$ cat config.mk
export PLATFORM = sky130hd
export DESIGN_NAME = acs_device_end_flat
export DESIGN_NICKNAME = d
export VERILOG_FILES = /design/src/shared/acs_pkg.sv /design/src/shared/acs_link_if.sv /design/src/rtl/acs_device_end.sv /design/src/flat_wrapper.sv
export SDC_FILE = /design/constraint.sdc
export NUM_CORES = 1
export LEC_CHECK = 0
export BUFFER_PORTS_ARGS = -buffer_cell sky130_fd_sc_hd__buf_2
export CAP_MARGIN = 20
export CORE_AREA = 2 2 90 179
export CTS_CLUSTER_DIAMETER = 80
export CTS_CLUSTER_SIZE = 8
export DETAILED_ROUTE_END_ITERATION = 7
export DIE_AREA = 0 0 92 181
export GPL_TIMING_DRIVEN = 0
export PLACE_DENSITY = 0.73
export SYNTH_ARGS = -nofsm -noshare
export SYNTH_HDL_FRONTEND = slang
export SYNTH_SLANG_ARGS = --single-unit
export TNS_END_PERCENT = 20
$ cat constraint.sdc
create_clock -name clock -period 4.4 [get_ports clock]
set_input_delay 0.22 -clock clock [delete_from_list [all_inputs] [get_ports clock]]
set_output_delay 0.22 -clock clock [all_outputs]
set_load 0.01 [all_outputs]
$ cat src/shared/acs_pkg.sv
// constants, types and decode helpers shared by both ends of the converter link
// How it works
// RQ1: self-test words give 800h, 000h, FFFh
// RQ2: out-of-range input clips to 000h or FFFh
// RQ3: short sampling window lasts twelve serial clocks
// RQ4: command, sample, convert, then gap before next
// RQ5: sweep stops once fifo reaches threshold
// RQ6: filled sweep accepts only reads and config
// RQ7: filled repeat sweep restarts on conversion command
// RQ8: repeat sweep reruns same channel sequence
// RQ9: host drains fifo at threshold before more
// RQ10: host selects channel after single/repeat config
// RQ11: single shot bypasses fifo, repeat fills it
// RQ12: repeat mode reuses previously selected channel
// RQ13: host spends extra cycle sending power down; the host sends it with no extra cycle
// RQ14: mode 01 repeat, 10 sweep, 11 repeat sweep
// RQ15: mode 00 is single shot, no fifo
package acs_pkg;
   localparam int CMD_W   = 16;
   localparam int RES_W   = 12;
   localparam int AIN_W   = 14;
   localparam int FIFO_N  = 8;
   localparam int PTR_W   = 3;
   localparam int CNT_W   = 4;

   // opcode nibble; 0h..7h select a channel and convert it
   localparam logic [3:0] OP_TRIG      = 4'h8;
   localparam logic [3:0] OP_CFG_RD    = 4'h9;
   localparam logic [3:0] OP_CFG_WR    = 4'ha;
   localparam logic [3:0] OP_TEST_MID  = 4'hb;
   localparam logic [3:0] OP_TEST_ZERO = 4'hc;
   localparam logic [3:0] OP_TEST_FULL = 4'hd;
   localparam logic [3:0] OP_FIFO_RD   = 4'he;
   localparam logic [3:0] OP_PWDN      = 4'hf;
   localparam int         OP_HI        = 15;
   localparam int         OP_LO        = 12;

   // self-test and clip codes
   localparam logic [RES_W-1:0] CODE_MID  = 12'h800;
   localparam logic [RES_W-1:0] CODE_ZERO = 12'h000;
   localparam logic [RES_W-1:0] CODE_FULL = 12'hfff;

   // configuration word fields
   localparam int CFG_MODE_HI  = 11;
   localparam int CFG_MODE_LO  = 10;
   localparam int CFG_DEPTH_HI = 9;
   localparam int CFG_DEPTH_LO = 8;
   localparam int CFG_FIRST_HI = 7;
   localparam int CFG_FIRST_LO = 5;
   localparam int CFG_STEP_BIT = 4;
   localparam logic [RES_W-1:0] CFG_RESET = 12'h000;

   // phase lengths in serial clocks, one serial clock per system clock
   localparam int CONV_DIV   = 1;
   localparam int CMD_CYC    = 4;
   localparam int SAMPLE_CYC = 12;
   localparam int CONV_CYC   = 14 * CONV_DIV;
   localparam int GAP_CYC    = 1;

   typedef enum logic [1:0] {
      MODE_SINGLE = 2'b00,
      MODE_REPEAT = 2'b01,
      MODE_SWEEP  = 2'b10,
      MODE_RSWEEP = 2'b11
   } acs_mode_t;

   // threshold: depth code 00..11 gives 8, 6, 4, 2 words
   function automatic logic [CNT_W-1:0] acs_depth(input logic [1:0] code);
      return CNT_W'(FIFO_N) - {1'b0, code, 1'b0};
   endfunction

   // channel selects, trigger and self-test words start a conversion
   function automatic logic acs_is_conv(input logic [3:0] op);
      return !op[3] || op == OP_TRIG || op == OP_TEST_MID || op == OP_TEST_ZERO
             || op == OP_TEST_FULL;
   endfunction
endpackage

$ cat src/shared/acs_link_if.sv
// word-level link between the host serial port and the converter
`timescale 1ns/1ps
interface acs_link_if;
   import acs_pkg::*;
   logic              cmd_valid;
   logic [CMD_W-1:0]  cmd_word;
   logic              cmd_ready;
   logic              resp_valid;
   logic [RES_W-1:0]  resp_data;
   logic              resp_ready;

   modport dev (input cmd_valid, input cmd_word, output cmd_ready,
                output resp_valid, output resp_data, input resp_ready);
   modport hst (output cmd_valid, output cmd_word, input cmd_ready,
                input resp_valid, input resp_data, output resp_ready);
endinterface

$ cat src/rtl/acs_device_end.sv
// converter end: command sequencing, sampling, fifo and mode control
`timescale 1ns/1ps
module acs_device_end
   import acs_pkg::*;
(
   // clock and reset
   input  wire logic                    clock,
   input  wire logic                    rst,
   // link to the host
   acs_link_if.dev                      link,
   // analog front end
   output logic [2:0]                   ain_channel,
   input  wire logic signed [AIN_W-1:0] ain_level,
   // status
   output logic                         busy,
   output logic                         power_down,
   output logic                         sweep_full
);

   typedef enum logic [2:0] {ST_IDLE, ST_CMD, ST_SAMPLE, ST_CONV, ST_GAP} acs_state_t;

   acs_state_t        state;
   logic [4:0]        cnt;
   logic [CMD_W-1:0]  word;
   logic [1:0]        mode;
   logic [1:0]        depth_code;
   logic [2:0]        first_ch;
   logic              step2;
   logic [2:0]        sel_ch;
   logic              ch_valid;
   logic [2:0]        seq_idx;
   logic [RES_W-1:0]  result;
   logic [RES_W-1:0]  mem [FIFO_N];
   logic [PTR_W-1:0]  wp;
   logic [PTR_W-1:0]  rp;
   logic [CNT_W-1:0]  fcount;
   // two-entry response buffer
   logic              v0;
   logic              v1;
   logic [RES_W-1:0]  d0;
   logic [RES_W-1:0]  d1;
   logic              next_v0;
   logic              next_v1;
   logic [RES_W-1:0]  next_d0;
   logic [RES_W-1:0]  next_d1;

   ////////////////////////////////////////////////////////////////////////////
   // command decode
   wire       take      = link.cmd_valid && link.cmd_ready;
   wire [3:0] op        = word[OP_HI:OP_LO];
   wire       cmd_end   = state == ST_CMD && cnt == 5'(CMD_CYC - 1);
   wire       smp_end   = state == ST_SAMPLE && cnt == 5'(SAMPLE_CYC - 1);
   wire       conv_end  = state == ST_CONV && cnt == 5'(CONV_CYC - 1);
   wire       gap_end   = state == ST_GAP && cnt == 5'(GAP_CYC - 1);
   wire       fifo_mode = mode != MODE_SINGLE;                         // see RQ11
   wire       sweeping  = mode == MODE_SWEEP || mode == MODE_RSWEEP;   // see RQ14
   wire       at_thresh = fifo_mode && fcount >= acs_depth(depth_code);
   wire       is_sel    = !op[3];
   wire       is_test   = op == OP_TEST_MID || op == OP_TEST_ZERO || op == OP_TEST_FULL;

   // a filled sweep or repeat fifo refuses conversions; repeat sweep restarts
   wire       restart   = mode == MODE_RSWEEP && at_thresh;            // see RQ7
   wire       blocked   = at_thresh && !restart;                       // see RQ5, RQ6
   // trigger without a selected channel has nothing to convert
   wire       no_chan   = op == OP_TRIG && !sweeping && !ch_valid;
   wire       conv_go   = cmd_end && acs_is_conv(op) && !blocked && !no_chan;
   wire       idx_zero  = restart || seq_idx == 3'(0);
   wire [2:0] sweep_ch  = first_ch + (idx_zero ? 3'(0) : (step2 ? {seq_idx[1:0], 1'b0}
                                                            : seq_idx));          // see RQ8
   wire [2:0] conv_ch   = sweeping ? sweep_ch : (is_sel ? op[2:0] : sel_ch);      // see RQ12

   wire       fifo_rd   = cmd_end && op == OP_FIFO_RD;
   wire       fifo_pop  = fifo_rd && fcount != '0;
   wire       fifo_push = conv_end && fifo_mode && fcount < CNT_W'(FIFO_N);      // see RQ11
   wire       cfg_wr    = cmd_end && op == OP_CFG_WR;
   wire       fifo_clr  = cfg_wr || (conv_go && restart);                        // see RQ7
   wire [RES_W-1:0] cfg_word = {mode, depth_code, first_ch, step2, 4'h0};

   ////////////////////////////////////////////////////////////////////////////
   // clipping of the front end level into the twelve-bit range
   wire signed [AIN_W-1:0] full_lvl = AIN_W'(CODE_FULL);
   wire [RES_W-1:0] clipped = ain_level < 0        ? CODE_ZERO :                 // see RQ2
                              ain_level > full_lvl ? CODE_FULL :                 // see RQ2
                              ain_level[RES_W-1:0];
   wire [RES_W-1:0] test_code = op == OP_TEST_MID  ? CODE_MID  :                 // see RQ1
                                op == OP_TEST_ZERO ? CODE_ZERO : CODE_FULL;      // see RQ1
   wire [RES_W-1:0] sampled  = is_test ? test_code : clipped;

   // response sources: config read, fifo read, single-shot result
   wire             push_cfg  = cmd_end && op == OP_CFG_RD;
   wire             push_res  = conv_end && !fifo_mode;                          // see RQ11
   wire             push      = push_cfg || fifo_rd || push_res;
   wire [RES_W-1:0] push_data = push_cfg ? cfg_word :
                                fifo_rd  ? (fcount != '0 ? mem[rp] : CODE_ZERO) : result;
   wire             pop       = v0 && link.resp_ready;

   ////////////////////////////////////////////////////////////////////////////
   // buffer next state: pop shifts, push fills first free slot
   always_comb begin
      next_v0 = v0;
      next_v1 = v1;
      next_d0 = d0;
      next_d1 = d1;
      if (pop) begin
         next_v0 = v1;
         next_d0 = d1;
         next_v1 = 1'b0;
      end
      if (push && !next_v0) begin
         next_v0 = 1'b1;
         next_d0 = push_data;
      end else if (push) begin
         next_v1 = 1'b1;
         next_d1 = push_data;
      end
   end

   // phase sequencing: command, sample window, conversion, gap
   always_ff @(posedge clock) begin
      if (rst) begin
         state <= ST_IDLE;
         cnt   <= '0;
         word  <= '0;
      end else begin
         cnt <= cnt + 5'(1);
         case (state)
            ST_IDLE: begin
               cnt <= '0;
               if (take) begin
                  state <= ST_CMD;                                     // see RQ4
                  word  <= link.cmd_word;
               end
            end
            ST_CMD: begin
               if (cmd_end) begin
                  cnt   <= '0;
                  state <= conv_go ? ST_SAMPLE : ST_IDLE;
               end
            end
            ST_SAMPLE: begin
               if (smp_end) begin                                      // see RQ3
                  cnt   <= '0;
                  state <= ST_CONV;
               end
            end
            ST_CONV: begin
               if (conv_end) begin                                     // see RQ4
                  cnt   <= '0;
                  state <= ST_GAP;
               end
            end
            ST_GAP: begin
               if (gap_end) begin                                      // see RQ4
                  cnt   <= '0;
                  state <= ST_IDLE;
               end
            end
            default: state <= ST_IDLE;
         endcase
      end
   end

   // configuration and channel bookkeeping
   always_ff @(posedge clock) begin
      if (rst) begin
         {mode, depth_code, first_ch, step2} <= CFG_RESET[RES_W-1:CFG_STEP_BIT];
         sel_ch   <= '0;
         ch_valid <= 1'b0;
         seq_idx  <= '0;
      end else begin
         if (cfg_wr) begin
            mode       <= word[CFG_MODE_HI:CFG_MODE_LO];               // see RQ14, RQ15
            depth_code <= word[CFG_DEPTH_HI:CFG_DEPTH_LO];
            first_ch   <= word[CFG_FIRST_HI:CFG_FIRST_LO];
            step2      <= word[CFG_STEP_BIT];
            ch_valid   <= 1'b0;                                        // see RQ10
            seq_idx    <= '0;                                          // see RQ8
         end else if (conv_go) begin
            if (is_sel) begin
               sel_ch   <= op[2:0];
               ch_valid <= 1'b1;
            end
            seq_idx <= restart ? 3'(1) : seq_idx + 3'(1);              // see RQ7
         end else if (fifo_pop && fcount == CNT_W'(1)) begin
            seq_idx <= '0;                                             // see RQ8
         end
      end
   end

   // fifo storage; the array itself needs no reset
   always_ff @(posedge clock) begin
      if (fifo_push) begin
         mem[wp] <= result;
      end
   end

   // fifo pointers and fill count
   always_ff @(posedge clock) begin
      if (rst || fifo_clr) begin
         wp     <= '0;
         rp     <= '0;
         fcount <= '0;
      end else begin
         if (fifo_push) begin
            wp <= wp + PTR_W'(1);
         end
         if (fifo_pop) begin
            rp <= rp + PTR_W'(1);
         end
         fcount <= fcount + CNT_W'(fifo_push) - CNT_W'(fifo_pop);
      end
   end

   // result capture at the end of the sampling window
   always_ff @(posedge clock) begin
      if (rst) begin
         result <= '0;
      end else if (smp_end) begin
         result <= sampled;
      end
   end

   // buffer and registered outputs
   always_ff @(posedge clock) begin
      if (rst) begin
         v0             <= 1'b0;
         v1             <= 1'b0;
         d0             <= '0;
         d1             <= '0;
         link.cmd_ready <= 1'b0;
         ain_channel    <= '0;
         busy           <= 1'b0;
         power_down     <= 1'b0;
         sweep_full     <= 1'b0;
      end else begin
         v0 <= next_v0;
         v1 <= next_v1;
         d0 <= next_d0;
         d1 <= next_d1;
         // one free slot at acceptance guarantees room for the answer
         link.cmd_ready <= (state == ST_IDLE && !take || cmd_end && !conv_go || gap_end)
                           && !next_v1;
         if (conv_go) begin
            ain_channel <= conv_ch;
         end
         busy <= !(state == ST_IDLE && !take) && !(cmd_end && !conv_go) && !gap_end;
         if (take) begin
            power_down <= 1'b0;
         end else if (cmd_end && op == OP_PWDN && !(sweeping && at_thresh)) begin // see RQ6
            power_down <= 1'b1;
         end
         sweep_full <= sweeping && fcount + CNT_W'(fifo_push) - CNT_W'(fifo_pop)
                       >= acs_depth(depth_code) && !fifo_clr && !cfg_wr;
      end
   end

   assign link.resp_valid = v0;
   assign link.resp_data  = d0;
endmodule

$ cat src/flat_wrapper.sv
// flat-port wrapper written by rule: the top's interface ports become plain ports
module acs_device_end_flat import acs_pkg::*;
  (clock, rst, ain_channel, ain_level, busy, power_down, sweep_full, link_cmd_valid, link_cmd_word, link_cmd_ready, link_resp_valid, link_resp_data, link_resp_ready);
  acs_link_if link_i ();
  input  wire logic clock;
  input  wire logic rst;
  output logic [2:0] ain_channel;
  input  wire logic signed [AIN_W-1:0] ain_level;
  output logic busy;
  output logic power_down;
  output logic sweep_full;
  input wire logic [$bits(link_i.cmd_valid)-1:0] link_cmd_valid;
  input wire logic [$bits(link_i.cmd_word)-1:0] link_cmd_word;
  output wire logic [$bits(link_i.cmd_ready)-1:0] link_cmd_ready;
  output wire logic [$bits(link_i.resp_valid)-1:0] link_resp_valid;
  output wire logic [$bits(link_i.resp_data)-1:0] link_resp_data;
  input wire logic [$bits(link_i.resp_ready)-1:0] link_resp_ready;
  assign link_i.cmd_valid = link_cmd_valid;
  assign link_i.cmd_word = link_cmd_word;
  assign link_cmd_ready = link_i.cmd_ready;
  assign link_resp_valid = link_i.resp_valid;
  assign link_resp_data = link_i.resp_data;
  assign link_i.resp_ready = link_resp_ready;
  acs_device_end u_core (.clock(clock), .rst(rst), .link(link_i), .ain_channel(ain_channel), .ain_level(ain_level), .busy(busy), .power_down(power_down), .sweep_full(sweep_full));
endmodule
======== Yosys cells after proc, flatten, opt, wreduce, memory -nomap -nowiden ========
Memory sizes are Yosys's and may differ from the RTL's. A register that Yosys moved wholly into a read port is not among the register bits.
Index checks and enable logic that the tools add are counted.
word-level totals
  flip-flop bits (word level) ............. 94
  bits in writable memories ............... 96
  bits of input ports ..................... 34
  output and inout port bits .............. 20
  word-level logic and storage cells ...... 181
  memories ................................ 1
memories
  name        depth  width  read ports  clocked after memory_dff  wr ports  RTL line              RTL
  u_core.mem  8      12     1           1                         1         acs_device_end.sv:33  logic [RES_W-1:0] mem [FIFO_N];
cells by class
  $add $sub $neg .......................... 8
  $lt $le $gt $ge ......................... 5
  equality and inequality tests ........... 23
  muxes and demuxes ....................... 38
  bitwise logic cells ..................... 3
  reduce and logical (&&, ||, !) cells .... 80
operators by type and width
  operator                                                          count
  2-to-1 mux 12 bit                                                 10
  2-to-1 mux 3 bit                                                  14
  logical AND 1 bit                                                 35
  == test 4 bit (second input constant)                             8
  case mux 5 bit (5 select lines)                                   1
  2-to-1 mux 5 bit                                                  4
  zero test 1 bit                                                   17
  case mux 3 bit (5 select lines)                                   1
  greater-than comparator 14 x 13 -> 1 bit (second input constant)  1
  logical OR 1 bit                                                  14
  less-than comparator 14 x 1 -> 1 bit (second input constant)      1
  == test 5 x 4 -> 1 bit (second input constant)                    2
  != test 2 x 1 -> 1 bit (second input constant)                    5
  adder 3 x 1 -> 3 bit (second input constant)                      3
  >= comparator 4 bit                                               2
  AND reduction 2 bit                                               4
  2-to-1 mux 1 bit                                                  7
  == test 3 x 2 -> 1 bit (second input constant)                    2
  zero test 3 bit                                                   2
  nonzero test 2 bit                                                3
  adder 5 x 1 -> 5 bit (second input constant)                      1
  == test 5 x 2 -> 1 bit (second input constant)                    1
  zero test 5 bit                                                   1
  AND reduction 5 bit                                               1
  13 further kinds                                                  17

======== Depth between registers and ports, before layout ========
  depth in word-level cells ............... 14
  depth in mapped cells ................... 17

======== Least setup slack after synthesis ========
OpenSTA, ideal clock, no wires.
  path kind ............................... register to register
  from .................................... register u_core.cnt[0]
  to ...................................... register u_core.sweep_full
  data arrival time ....................... 3.016 ns
  setup slack ............................. 1.266 ns
  cell stages (with the launch flop) ...... 17
  buffers on the path ..................... 1
  period minus slack after synthesis ...... 3.134 ns
  cell sequence ........................... dfxtp_1 -> ha_1 -> nor4b_4 -> nand4b_4 -> buf_6 -> inv_1 -> ha_1 -> inv_1 -> ha_1 -> inv_1 -> fa_1 -> ha_1 -> inv_1 -> o21ai_0 -> a21o_1 -> a21oi_1 -> nor3_1
between the ends
  elaborated cells on any way between the ends .. 22
  classes of those cells .................. add/sub: 2; order compare: 1; eq/ne: 2; reduce/logical: 17
RTL lines
  item                             RTL line               RTL
  start, declared                  acs_device_end.sv:23   logic [4:0] cnt;
  start signal, assigned           acs_device_end.sv:125  cnt <= cnt + 5'(1);
  == test 5 x 2 -> 1 bit           acs_device_end.sv:51   wire cmd_end = state == ST_CMD && cnt == 5'(CMD_CYC - 1);
  logical AND 1 bit                acs_device_end.sv:51
  logical AND 1 bit                acs_device_end.sv:72   wire fifo_rd = cmd_end && op == OP_FIFO_RD;
  logical AND 1 bit                acs_device_end.sv:73   wire fifo_pop = fifo_rd && fcount != '0;
  named net u_core.fifo_pop        acs_device_end.sv:73
  subtractor 4 x 1 -> 4 bit        acs_device_end.sv:252  sweep_full <= sweeping && fcount + CNT_W'(fifo_push) - CNT_W'(fifo_pop)
  >= comparator 4 bit              acs_device_end.sv:253  >= acs_depth(depth_code) && !fifo_clr && !cfg_wr;
  logical AND 1 bit                acs_device_end.sv:252
  logical AND 1 bit (2 in series)  acs_device_end.sv:253
  end signal, assigned             acs_device_end.sv:252
  end, declared                    acs_device_end.sv:17   output logic sweep_full
The timed path passes the listed nets, and every way through them passes these cells.
A chain may end at the register's enable or synchronous reset.

======== Worst setup path in the final report ========
Ends and elaborated chain as after synthesis.

==> results by group <==
Timing
  • Clock Skews: ~0.0096 ns
  • Min Tclk post-route: 3.63 ns
  • Pins Over Slew Limit: 0
  • # setup viols final: 0
  • Tcrit/Tclk final: 82.4%
  • Max Clk Rate: 276 MHz
  • Worst rel slew slack: a little over two fifths
  • Slew @ Worst Pin: 0.858 ns
  • Sum Neg Setup Slack: 0 ns
  • RSZ-0062 raised after global routing: false
  • Fin. Hold Viols: 0

Routing
  • Initial DRC Count: 408
  • Routed Antenna Nets: 0
  • First-pass DRT Iterations: 5
  • DRC: 0
  • Routed WL per cell: 20.9 µm
  • WL final: 20700 µm
  • Total number of vias: 5871
  • Via density: 5.94

Critical path
  • CP Class: reg -> reg
  • Slowest Stage Delay on Critical Path: 0.52 ns
  • Cells along the critical path: ha_1 > nor4b_4 > nand4b_4 > buf_6 > inv_1 > ha_1 > inv_1 > ha_1 > inv_1 > fa_1 > ha_1 > inv_1 > o21ai_0 > a21o_1 > a21oi_1 > nor3_1
  • Crit. End Element: flip-flop
  • CP max-delay cell: nor4b_4
  • CP Launch Type: flip-flop
  • Critical path peak fanout: 10
  • Worst EP arrival: ~4 ns
  • Worst path required time: 4.72 ns

Clock tree
  • H-tree depth: 4
  • Max Root-Sink Buffers: 2
  • Root buf cell: clkbuf_16
  • Clock Sinks: approximately 190
  • Post-CTS Hold Buffers: 0
  • TritonCTS clock tree: yes
  • Clock Pin Slew Worst Setup and Hold Paths: 0.07 ns
  • Post-CTS Resized: 0
  • Clk Latency, worst-skew pair: 0.43 ns
  • Num CTS Buffers: 17
  • Post-CTS Setup Bufs: 0

Synth
  • Syn avg cell area: 11.8 µm²
  • Async SR Flop Fraction: 0%
  • Main synth FF type: edfxtp_1
  • Synth area leader: edfxtp_1
  • Syn Nets: between 700 and 800
  • Cells after Synth: 704
  • EDFF count, synth: 96
  • YS warnings: 0
  • Synth cell types: between 70 and 80
  • Yosys reg bits: around 190
  • Post-Syn Area: about 8300 µm²
  • Synth top area cells: edfxtp_1 (35%), dfxtp_1 (22%), mux4_2 (6.5%)
  • Sequential fraction of the synthesis area: 57.0%
  • Area share of the largest cell type after synthesis: 34.6%

Place
  • IO buf count: 47
  • DPL Wire Length: 15500 µm
  • Gpl congestion: 0.927
  • Area after DPL: 8880 µm²

Floorplanning
  • Die height: 181 µm
  • Die area: between 15000 and 20000 µm²
  • Io pins: between 50 and 60
  • Cell Rows: 64
  • Total core area: ~15000 µm²
  • Die X-Extent: around 92 µm
  • Initial Util: 54.7%

GRT
  • Grt ovf: 0
  • Antenna violations before repair: 0
  • Total track usage: 25.6%
  • Number of global-route vias before repair: 6118
  • Largest net degree at the start of global routing: 19
  • Global-route wire length before repair: 32200 µm

Final layout
  • Nets: 834
  • Area delta synth->final: 13.3%
  • Most common cell after layout, fill and taps aside: edfxtp_1
  • Final core utilization: between 60% and 70%
  • Design area: 9430 µm²
  • Layout cells sized above 1: around 19%
  • Antenna Cells: 0
  • Most frequent cells in the layout: edfxtp_1 (96), dfxtp_1 (93), nor2_1 (72)

Power and ir drop
  • Pwr Density: between 300 and 400 nW/µm²
  • Worst VDD drop: approximately 300 µV
  • Static leakage: 3.42 nW

Run status
  • Status: finished clean

Flow run
  • Max-cap viol count: 0

Min path
  • HP Class: in -> reg
==> where the power goes <==
part	internal (mW)	switching [mW]	leakage, nW
logic	0.0286	0.0605	1.51
registers	1.84	0.00658	1.64
clock network	0.742	0.704	0.267
==> cells in the mapped netlist, drive strengths merged, types with 5 or more instances <==
cell type / n
a211oi: 18
a21o: 5
a21oi: 43
a311oi: 8
and3: 6
buf: 25
clkbuf: 16
dfxtp: 93
edfxtp: 96
ha: 20
inv: 35
mux2i: 21
mux4: 24
nand2: 63
nand2b: 7
nand3: 18
nand4: 7
nor2: 72
nor3: 13
o21a: 6
o21ai: 30
o221ai: 7
o41ai: 5
xnor2: 5
xor2: 6
==> kinds of logic after synthesis <==
group                    synth area share [%]
adder cells (fa/ha/maj)                  3.49
multiplexers                             9.29
AO/OA/AOI/OAI                            12.5
AND/OR/NAND/NOR                          12.4
XOR/XNOR                                 1.16
buffers and inverters                    4.19
flip-flops                               57.0
==> through the flow <==
| step | setup slack [ns] | hold WS [ns] | total power, mW | cells |
|---|---|---|---|---|
| 6_report | 0.775 | 0.0180 | 3.38 | 989 |
| 5_1_grt | 0.432 | 0.0302 | 3.47 | 989 |
| 4_1_cts | 0.755 | 0.00546 | 3.40 | 989 |
| 3_5_place_dp | 0.821 | 0.449 | 1.97 | 957 |
| 3_3_place_gp | 0.497 | 0.446 | 1.97 | 949 |
| 2_1_floorplan | 1.27 | 0.356 | 1.93 | 704 |
==> registers in the layout, summed over array words and instances, names as in the netlist, 4 cells and up, named ones only <==
name                   cells
u_core.link.resp_data     12
u_core.mem                96
u_core.d1                 12
u_core.result             12
u_core.word               12
u_core.cnt                 5
u_core.fcount              4
==> critical path, delay by kind of cell (launching register included) <==
kind,cells,cell delay [ns]
AO/OA/AOI/OAI,3,0.42
adder cells (fa/ha/maj),5,1.43
buffers and inverters,5,0.45
flip-flops,1,0.40
AND/OR/NAND/NOR,3,0.80
==> final cells by class <==
cell class                      instances  area (µm²)
Fill cell                            1233        5780
Sequential cell                       189        4740
Multi-Input combinational cell        438        3240
Clock buffer                           17         425
Timing Repair Buffer                   55         303
Tap cell                              198         248
Buffer                                 41         214
Inverter                               36         135
Clock inverter                         15         125
==> layer usage <==
layer / global-route usage [%] / share of wire, % / vias up
met5: 0 / 0 / -
met4: 14.8 / 5.2 / 0
met3: 4.88 / 4.3 / 65
met2: 48.6 / 56 / 207
met1: 25.1 / 34 / 2852
li1: - / - / 2747
==> worst paths after layout <==
path	slack (ns)	cells after the start	endpoint	from
setup / recovery	0.77	16	u_core.sweep_full$_SDFF_PP0_	u_core.cnt[0]$_SDFF_PP0_
hold / removal	0.02	3	u_core.word[15]$_SDFFE_PP0P_	link_cmd_word[15]
setup reg to reg	0.77	16	u_core.sweep_full$_SDFF_PP0_	u_core.cnt[0]$_SDFF_PP0_
hold reg to reg	0.46	2	u_core.word[7]$_SDFFE_PP0P_	u_core.word[7]$_SDFFE_PP0P_
No activity file was read; power rests on OpenSTA's default activity.
